### config.mk
export PLATFORM = sky130hd
export DESIGN_NAME = fast_counter_top
export DESIGN_NICKNAME = d
export VERILOG_FILES = /design/src/hw/counter_pkg.sv /design/src/hw/fast_counter_channel.sv /design/src/hw/fast_counter_top.sv
export SDC_FILE = /design/constraint.sdc
export NUM_CORES = 2
export LEC_CHECK = 0
export BUFFER_PORTS_ARGS = -buffer_cell sky130_fd_sc_hd__buf_2
export CAP_MARGIN = 30
export CELL_PAD_IN_SITES_DETAIL_PLACEMENT = 0
export CELL_PAD_IN_SITES_GLOBAL_PLACEMENT = 1
export CORE_MARGIN = 4
export CORE_UTILIZATION = 40
export DETAILED_ROUTE_END_ITERATION = 8
export MAX_ROUTING_LAYER = met4
export PLACE_DENSITY_LB_ADDON = 0.1
export SLEW_MARGIN = 10
export SYNTH_ARGS = -nofsm -noshare
export SYNTH_HDL_FRONTEND = slang
export SYNTH_SLANG_ARGS = --single-unit
### constraint.sdc
create_clock -name sys_clk -period 52.2 [get_ports sys_clk]
set_input_delay 5.22 -clock sys_clk [delete_from_list [all_inputs] [get_ports sys_clk]]
set_output_delay 5.22 -clock sys_clk [all_outputs]
set_load 0.02 [all_outputs]
### src/hw/counter_pkg.sv
/*
 package for the four-channel fast up/down counter block.
 assumes a 50 MHz system clock and a 32-bit AXI4-Lite register bus.
*/
package counter_pkg;
    // ----------------------------------------
    // sizes
    // ----------------------------------------
    localparam int CHANNELS = 4;
    localparam int ADDR_W = 8;
    localparam logic signed [31:0] COUNT_MAX = 32'sh7fffffff;
    localparam logic signed [31:0] COUNT_MIN = 32'sh80000000;
    localparam logic [3:0] PEND_MAX = 4'hf;
    // ----------------------------------------
    // timing
    // ----------------------------------------
    localparam int CLK_PERIOD_NS = 20;
    localparam int SCAN_TIME_NS = 1000000;
    localparam int SCAN_CYCLES = SCAN_TIME_NS / CLK_PERIOD_NS;
    // ----------------------------------------
    // register map, per channel at ch * 0x20
    // ----------------------------------------
    localparam logic [4:0] OFF_CTRL = 5'h00;
    localparam logic [4:0] OFF_UPPER = 5'h04;
    localparam logic [4:0] OFF_LOWER = 5'h08;
    localparam logic [4:0] OFF_PRESET = 5'h0c;
    localparam logic [4:0] OFF_COUNT = 5'h10;
    localparam logic [4:0] OFF_FLAGS = 5'h14;
    localparam logic [7:0] OFF_RUN = 8'h80;
    // control bits
    localparam int CTRL_ENABLE = 0;
    localparam int CTRL_EN_EVAL = 1;
    localparam int CTRL_DIR = 2;
    localparam int CTRL_LOAD = 3;
    localparam int CTRL_CLEAR = 4;
    localparam int CTRL_RETAIN = 5;
    // reset values
    localparam logic [5:0] CTRL_RST = 6'h02;
    localparam logic [31:0] THRESH_RST = 32'h00000000;
    localparam logic RUN_RST = 1'b1;
    localparam logic [1:0] RESP_OKAY = 2'h0;
    localparam logic [1:0] RESP_SLVERR = 2'h2;
endpackage

### src/hw/fast_counter_channel.sv
/*
 one fast up/down counter channel with threshold, zero and carry flags.
 assumes a raw pulse pin and a one-cycle scan tick from the parent.
*/
module fast_counter_channel
    import counter_pkg::*;
(
    input wire logic sys_clk,
    input wire logic rstSyncN,
    input wire logic pulsePin,
    input wire logic run,
    input wire logic enable,
    input wire logic enEval,
    input wire logic dir,
    input wire logic presetLoad,
    input wire logic counterClear,
    input wire logic retentive,
    input wire logic scanTick,
    input wire logic signed [31:0] upperThreshold,
    input wire logic signed [31:0] lowerThreshold,
    input wire logic signed [31:0] presetValue,
    output logic signed [31:0] countValue,
    output logic upperReachedFlag,
    output logic lowerReachedFlag,
    output logic zeroFlag,
    output logic rangeCarryFlag
);
    import counter_pkg::*;
    typedef struct packed {
        logic sync1;
        logic sync2;
        logic prevIn;
        logic prevLoad;
        logic prevRun;
        logic signed [31:0] count;
        logic upper;
        logic lower;
        logic zero;
        logic carry;
        logic [3:0] pending;
    } chan_state_t;
    chan_state_t st, next;
    logic risePulse, loadEdge, stopEdge, active, ovf;

    always_comb begin
        next = st;
        // pulses must stay high and low two clocks each
        next.sync1 = pulsePin;
        next.sync2 = st.sync1;
        next.prevIn = st.sync2;
        next.prevLoad = presetLoad;
        next.prevRun = run;
        risePulse = st.sync2 && !st.prevIn;
        loadEdge = presetLoad && !st.prevLoad;
        stopEdge = st.prevRun && !run;
        active = run && (!enEval || enable);
        ovf = 1'b0;
        if (counterClear) begin
            next.count = '0;
        end else if (loadEdge) begin
            next.count = presetValue;
        end else if (stopEdge && !retentive) begin
            next.count = '0;
        end else if (active && risePulse) begin
            // counts on pin edges, not on the scan
            if (!dir) begin
                if (st.count == COUNT_MAX) ovf = 1'b1;
                else next.count = st.count + 32'sd1;
            end else begin
                if (st.count == COUNT_MIN) ovf = 1'b1;
                else next.count = st.count - 32'sd1;
            end
        end
        // one scan of carry per overflow edge, queued up to PEND_MAX (15)
        if (scanTick) next.carry = (st.pending != 4'h0);
        if (ovf && !(scanTick && st.pending != 4'h0)) begin
            if (st.pending != PEND_MAX) next.pending = st.pending + 4'h1;
        end else if (!ovf && scanTick && st.pending != 4'h0) begin
            next.pending = st.pending - 4'h1;
        end
        next.upper = next.count >= upperThreshold;
        next.lower = next.count <= lowerThreshold;
        next.zero = next.count == 32'sd0;
    end

    always_ff @(posedge sys_clk or negedge rstSyncN) begin
        if (!rstSyncN) begin
            st <= '{sync1: 1'b0, sync2: 1'b0, prevIn: 1'b0, prevLoad: 1'b0, prevRun: 1'b0,
                   count: 32'sd0, upper: 1'b1, lower: 1'b1, zero: 1'b1, carry: 1'b0,
                   pending: 4'h0};
        end else begin
            st <= next;
        end
    end

    assign countValue = st.count;
    assign upperReachedFlag = st.upper;
    assign lowerReachedFlag = st.lower;
    assign zeroFlag = st.zero;
    assign rangeCarryFlag = st.carry;
endmodule

### src/hw/fast_counter_top.sv
/*
 four fast up/down pulse counters behind an AXI4-Lite register slave.
 assumes pulse pins asynchronous to sys_clk and one write and one
 read in flight at most on the bus.
*/
// ----------------------------------------
// How it works
// - four independent counters, each with own flags
// - pulse input n feeds channel n
// - counting follows pin edges, not scan
// - enable gates channel when evaluation selected
// - evaluation off: channel active whenever run is set
// - direction 0 counts up, 1 down
// - preset-load rising edge copies preset value
// - clear held forces count to zero
// - upper flag when count >= upper threshold
// - lower flag when count <= lower threshold
// - zero flag when count equals zero
// - carry one scan per overflow edge, up to 15 queued
// - overflow keeps last valid count, no wrap
// - count is signed 32-bit full range
// - retentive channel keeps count across stop
// ----------------------------------------
module fast_counter_top
    import counter_pkg::*;
#(
    parameter int SCAN_LEN = counter_pkg::SCAN_CYCLES
) (
    input wire logic sys_clk,
    input wire logic rstn,
    input wire logic [3:0] pulseIn,
    input wire logic [counter_pkg::ADDR_W-1:0] awaddr,
    input wire logic awvalid,
    output logic awready,
    input wire logic [31:0] wdata,
    input wire logic [3:0] wstrb,
    input wire logic wvalid,
    output logic wready,
    output logic [1:0] bresp,
    output logic bvalid,
    input wire logic bready,
    input wire logic [counter_pkg::ADDR_W-1:0] araddr,
    input wire logic arvalid,
    output logic arready,
    output logic [31:0] rdata,
    output logic [1:0] rresp,
    output logic rvalid,
    input wire logic rready
);
    import counter_pkg::*;

    // ----------------------------------------
    // state
    // ----------------------------------------
    typedef struct packed {
        logic awready;
        logic wready;
        logic bvalid;
        logic [1:0] bresp;
        logic arready;
        logic rvalid;
        logic [1:0] rresp;
        logic [31:0] rdata;
        logic awHave;
        logic wHave;
        logic [7:0] awAddr;
        logic [31:0] wData;
        logic [3:0] wStrb;
        logic run;
        logic [3:0][5:0] ctrl;
        logic [3:0][31:0] upper;
        logic [3:0][31:0] lower;
        logic [3:0][31:0] preset;
        logic [16:0] scanCnt;
        logic scanTick;
    } top_state_t;
    top_state_t st, next;

    logic [1:0] rstPipe;
    logic rstSyncN;
    logic wrFire;
    logic [1:0] wrCh;
    logic [1:0] rdCh;
    logic [4:0] wrOff;
    logic [4:0] rdOff;
    logic [31:0] rdVal;
    logic rdErr;
    logic signed [3:0][31:0] count;
    logic [3:0][3:0] flags;

    // ----------------------------------------
    // reset release
    // ----------------------------------------
    always_ff @(posedge sys_clk or negedge rstn) begin
        if (!rstn) begin
            rstPipe <= 2'b00;
        end else begin
            rstPipe <= {rstPipe[0], 1'b1};
        end
    end
    assign rstSyncN = rstPipe[1];

    // byte-lane merge for a register write
    function automatic logic [31:0] merge(input logic [31:0] old, input logic [31:0] d,
                                          input logic [3:0] s);
        logic [31:0] r;
        r = old;
        for (int b = 0; b < 4; b++) begin
            if (s[b]) r[8*b +: 8] = d[8*b +: 8];
        end
        return r;
    endfunction

    // ----------------------------------------
    // next state
    // ----------------------------------------
    always_comb begin
        next = st;
        wrFire = st.awHave && st.wHave && !st.bvalid;
        wrCh = st.awAddr[6:5];
        wrOff = st.awAddr[4:0];
        rdCh = araddr[6:5];
        rdOff = araddr[4:0];
        rdVal = 32'h00000000;
        rdErr = 1'b0;

        // scan period; carry flag timing hangs off this tick, other flags follow the count each clock
        next.scanTick = 1'b0;
        if (st.scanCnt == 17'(SCAN_LEN - 1)) begin
            next.scanCnt = 17'h00000;
            next.scanTick = 1'b1;
        end else begin
            next.scanCnt = st.scanCnt + 17'h00001;
        end

        // write channel
        if (st.bvalid && bready) next.bvalid = 1'b0;
        if (awvalid && st.awready) begin
            next.awHave = 1'b1;
            next.awAddr = awaddr;
        end
        if (wvalid && st.wready) begin
            next.wHave = 1'b1;
            next.wData = wdata;
            next.wStrb = wstrb;
        end
        if (wrFire) begin
            next.awHave = 1'b0;
            next.wHave = 1'b0;
            next.bvalid = 1'b1;
            next.bresp = RESP_OKAY;
            if (st.awAddr == OFF_RUN) begin
                if (st.wStrb[0]) next.run = st.wData[0];
            end else if (st.awAddr[7]) begin
                next.bresp = RESP_SLVERR;
            end else if (wrOff == OFF_CTRL) begin
                if (st.wStrb[0]) next.ctrl[wrCh] = st.wData[5:0];
            end else if (wrOff == OFF_UPPER) begin
                next.upper[wrCh] = merge(st.upper[wrCh], st.wData, st.wStrb);
            end else if (wrOff == OFF_LOWER) begin
                next.lower[wrCh] = merge(st.lower[wrCh], st.wData, st.wStrb);
            end else if (wrOff == OFF_PRESET) begin
                next.preset[wrCh] = merge(st.preset[wrCh], st.wData, st.wStrb);
            end else if (wrOff == OFF_COUNT || wrOff == OFF_FLAGS) begin
                // read-only words: write dropped, answer stays OKAY
                next.bresp = RESP_OKAY;
            end else begin
                next.bresp = RESP_SLVERR;
            end
        end
        next.awready = !next.awHave && !next.bvalid;
        next.wready = !next.wHave && !next.bvalid;

        // read channel
        if (araddr == OFF_RUN) begin
            rdVal = {31'h00000000, st.run};
        end else if (araddr[7]) begin
            rdErr = 1'b1;
        end else if (rdOff == OFF_CTRL) begin
            rdVal = {26'h0000000, st.ctrl[rdCh]};
        end else if (rdOff == OFF_UPPER) begin
            rdVal = st.upper[rdCh];
        end else if (rdOff == OFF_LOWER) begin
            rdVal = st.lower[rdCh];
        end else if (rdOff == OFF_PRESET) begin
            rdVal = st.preset[rdCh];
        end else if (rdOff == OFF_COUNT) begin
            rdVal = count[rdCh];
        end else if (rdOff == OFF_FLAGS) begin
            rdVal = {28'h0000000, flags[rdCh]};
        end else begin
            rdErr = 1'b1;
        end
        if (st.rvalid && rready) next.rvalid = 1'b0;
        if (arvalid && st.arready) begin
            next.rvalid = 1'b1;
            next.rdata = rdVal;
            next.rresp = rdErr ? RESP_SLVERR : RESP_OKAY;
        end
        next.arready = !next.rvalid;
    end

    always_ff @(posedge sys_clk or negedge rstSyncN) begin
        if (!rstSyncN) begin
            st <= '{
                awready: 1'b1,
                wready: 1'b1,
                bvalid: 1'b0,
                bresp: RESP_OKAY,
                arready: 1'b1,
                rvalid: 1'b0,
                rresp: RESP_OKAY,
                rdata: 32'h00000000,
                awHave: 1'b0,
                wHave: 1'b0,
                awAddr: 8'h00,
                wData: 32'h00000000,
                wStrb: 4'h0,
                run: RUN_RST,
                ctrl: {4{CTRL_RST}},
                upper: {4{THRESH_RST}},
                lower: {4{THRESH_RST}},
                preset: {4{THRESH_RST}},
                scanCnt: 17'h00000,
                scanTick: 1'b0
            };
        end else begin
            st <= next;
        end
    end

    // ----------------------------------------
    // counter channels
    // ----------------------------------------
    // pins are raw; each channel synchronises its own pin
    for (genvar i = 0; i < CHANNELS; i++) begin : chan
        fast_counter_channel u_chan (
            .sys_clk(sys_clk),
            .rstSyncN(rstSyncN),
            .pulsePin(pulseIn[i]),
            .run(st.run),
            .enable(st.ctrl[i][CTRL_ENABLE]),
            .enEval(st.ctrl[i][CTRL_EN_EVAL]),
            .dir(st.ctrl[i][CTRL_DIR]),
            .presetLoad(st.ctrl[i][CTRL_LOAD]),
            .counterClear(st.ctrl[i][CTRL_CLEAR]),
            .retentive(st.ctrl[i][CTRL_RETAIN]),
            .scanTick(st.scanTick),
            .upperThreshold(st.upper[i]),
            .lowerThreshold(st.lower[i]),
            .presetValue(st.preset[i]),
            .countValue(count[i]),
            .upperReachedFlag(flags[i][0]),
            .lowerReachedFlag(flags[i][1]),
            .zeroFlag(flags[i][2]),
            .rangeCarryFlag(flags[i][3])
        );
    end

    // ----------------------------------------
    // outputs
    // ----------------------------------------
    assign awready = st.awready;
    assign wready = st.wready;
    assign bvalid = st.bvalid;
    assign bresp = st.bresp;
    assign arready = st.arready;
    assign rvalid = st.rvalid;
    assign rdata = st.rdata;
    assign rresp = st.rresp;
endmodule

==> results.md <==
- Status: finished, final reports clean
- WL final: 227000 um
- Async set-reset flop share out of synthesis: 100%
- Simple-Gate Fraction of Synth Area: 17.3%
- # Max-Cap Violations: 0
- Initial core utilization: 40.6%
- Root Buffer: clkbuf_16
- Post-route clock period utilization: 14.6%
- Min Clock Period, post-route: 7.63 ns
- CTS Buf Count: 86
- Final setup viols: 0
- Synth cell count leaders: 671 x dfrtp_1, 655 x nand2_1, 564 x o21ai_0
- CP Capture Type: flop
- Post-route setup TNS: 0 ns
- Yosys cell types: 93
- CTS tree: done
- Nets@finish: 5184
- Share of cells above drive strength 1: 15.5%
- Vias in the first global route: 39200
- Critical path peak fanout: 50
- Crit path DAT: 8.21 ns
- Largest family of logic cells by synthesized area: simple AND/OR/NAND/NOR gates
- Setup CP Type: in -> reg
- Cts repair resizes: 0
- Crit path required time: 52.78 ns
- Final hold violation count: 0
- First-pass DRT Iterations: 6
- Full die area: 0.122 mm2
- Most common cell in the netlist: dfrtp_1
- Ranking of synthesized cells by area: dfrtp_1 36%, mux4_2 11%, ha_1 7.4%, o21ai_0 6.1%, nand2_1 5.3%
- Cells after synthesis: 4873
- Clk sink count: 691
- Clk slew on worst S/H paths: 0.06 ns
- Leading area contributor after synthesis: dfrtp_1
- DR vias: 41700
- Grt ovf: 0
- Maximum clock rate: 0.131 GHz
- Skew final: 0.0389 ns
- Max Slew Vio Count: 0
- Initial drt markers: 5234
- Post-route design area: 0.0516 mm2
- Register area share after synthesis: 37.1%
- Skew-Pair Late Insertion Delay: 0.72 ns
- Post-synth top area share: 36.0%
- Fin Hold WS: 0.341 ns
- FF+latch count, synth: 691
- Hold depth: 0
- Worst slew pin tran: 1.11 ns
- Post-CTS Setup Bufs: 0
- Hold crit path type: reg -> reg
- Avg Cell Area, Syn: 9.57 um2
- # hold bufs at CTS: 0
- DR DRC count: 0
- Area Overhead vs Synth: 10.7%
- Worst vdd ir: 39.4 uV
- Post-DR wirelength/cell: 35.2 um
- Row count: 124
- Initial antenna violation count: 25
- Number of flops mapped to enable cells by yosys: 0
- Final core occ: 44.9%
- Area after DPL: 0.0486 mm2
- DRT antenna net count: 0
- Post-Syn Area: 0.0466 mm2
- CTS max path bufs: 3
- Die height: 349 um
- Design Power: 2.09 mW
- Post-synthesis mux area share: 16.0%
- # port buffers: 101
- H-tree depth: 3
- Post-synthesis xor/xnor area fraction: 2.07%
- Num ports: 104
- RSZ-0062 raised after global routing: false
- P_leak: 21.7 nW
- Worst slew margin: 24.9%
- Main synth FF type: dfrtp_1
- Reg2reg path depth: 14
- Largest net degree at the start of global routing: 140
- HPWL Detailed: 175000 um
- Placer Congestion: 1.05
- Synth Area in Compound Gates: 14.3%
- PwrDens: 40.5 mW/mm2
- Tot GR Track Use: 37.9%
- Post-Synth Adder-Cell Area: 7.58%
- Vias per inst: 6.48
- Die Span X: 349 um
- Core region area: 0.115 mm2
- Critical path launch point type: input port
- Ys Warns: 0
- First-pass GRT wire length: 318000 um
==> layer usage <==
layer	share of wire [%]	GRT usage [%]
met5	0	-
met4	4.3	13.9
met3	10	9.97
met2	42	53.2
met1	43	52.6
==> report_power, final <==
group / switching [mW] / internal, mW / total (mW)
clock: 0.260 / 0.345 / 0.605
sequential: 0.159 / 0.601 / 0.760
combinational: 0.457 / 0.268 / 0.725
==> layout by cell type, fill, tap and decap left out, types with 22 or more instances in the layout <==
cell | synthesis | layout
nand3_1 | 113 | 110
a22o_1 | 40 | 40
xnor2_1 | 54 | 54
nor3_1 | 86 | 81
nand2_1 | 655 | 645
nand2b_1 | 28 | 28
and2_1 | 25 | 24
a22oi_1 | 40 | 40
nor4_1 | 86 | 84
clkbuf_16 | 0 | 87
nand4_1 | 156 | 156
or4_1 | 43 | 43
nor2_1 | 186 | 184
mux4_2 | 232 | 232
a21o_1 | 85 | 85
buf_4 | 37 | 117
or3_1 | 27 | 27
a21oi_1 | 127 | 127
xor2_1 | 56 | 56
o211ai_1 | 23 | 23
mux2i_1 | 141 | 141
mux2_2 | 73 | 73
clkbuf_1 | 256 | 22
dfrtp_1 | 671 | 667
nor2b_1 | 47 | 45
o21ai_0 | 564 | 564
and3_1 | 40 | 40
ha_1 | 276 | 276
inv_1 | 300 | 300
buf_2 | 13 | 105
==> cell families (layout without fill, tap and decap cells) <==
kind of cell               count (synthesis)  after routing
xor gates and xnor gates                 110            110
AOI/OAI and AO/OA                       1093           1093
adders and majority gates                280            280
other                                      2             18
DFF                                      691            691
buffers and inverters                    651            686
muxes                                    447            447
and+or+nand+nor                         1599           1599
==> critical path, stage by stage <==
cell      delay (ns)
clkbuf_8        0.42
buf_4           0.35
buf_16          0.32
buf_4           0.61
mux4_2          0.63
a22oi_1         0.19
o21ai_0         0.10
a22o_1          0.22
==> registers in the layout, indices dropped and copies added, names as in the netlist, 2 cells and up <==
| signal | flops |
|---|---|
| st | 473 |
| chan.u_chan.countValue | 128 |
| rdata | 32 |
| chan.u_chan.st | 25 |
| chan.u_chan.next | 8 |
| chan.u_chan.lowerReachedFlag | 4 |
| chan.u_chan.rangeCarryFlag | 4 |
| chan.u_chan.upperReachedFlag | 4 |
| chan.u_chan.zeroFlag | 4 |
| rstPipe | 2 |
==> layout make-up <==
class | count | area [um2]
Sequential cell | 691 | 17300
Tap cell | 1512 | 1890
Inverter | 300 | 1130
Clock buffer | 124 | 2470
Fill cell | 11000 | 63400
Timing Repair Buffer | 230 | 1590
Clock inverter | 32 | 325
Multi-Input combinational cell | 3532 | 26800
Antenna cell | 15 | 37.5
==> through the flow <==
step	std cells	setup WS, ns
floorplan	4874	31.55
global placement	6250	43.70
detailed placement	6258	43.57
CTS	6414	44.32
global route	6430	44.39
finish	6436	44.57
==> final timing paths <==
path                                                                  end  slack, ns                                    start
worst max-delay path                                rdata[17]$_DFFE_PN0P_      44.57                                araddr[6]
worst min-delay path                                 rstPipe[1]$_DFF_PN0_       0.34                     rstPipe[0]$_DFF_PN0_
worst max register to register  chan[0].u_chan.lowerReachedFlag$_DFF_PN1_      45.49  chan[0].u_chan.countValue[14]$_DFF_PN0_
worst min register to register                       rstPipe[1]$_DFF_PN0_       0.34                     rstPipe[0]$_DFF_PN0_
max in group asynchronous                            rstPipe[1]$_DFF_PN0_      47.80                                     rstn
min in group asynchronous                             st[221]$_DFFE_PN0P_       0.45                     rstPipe[1]$_DFF_PN0_
No activity file was read; power rests on OpenSTA's default activity.
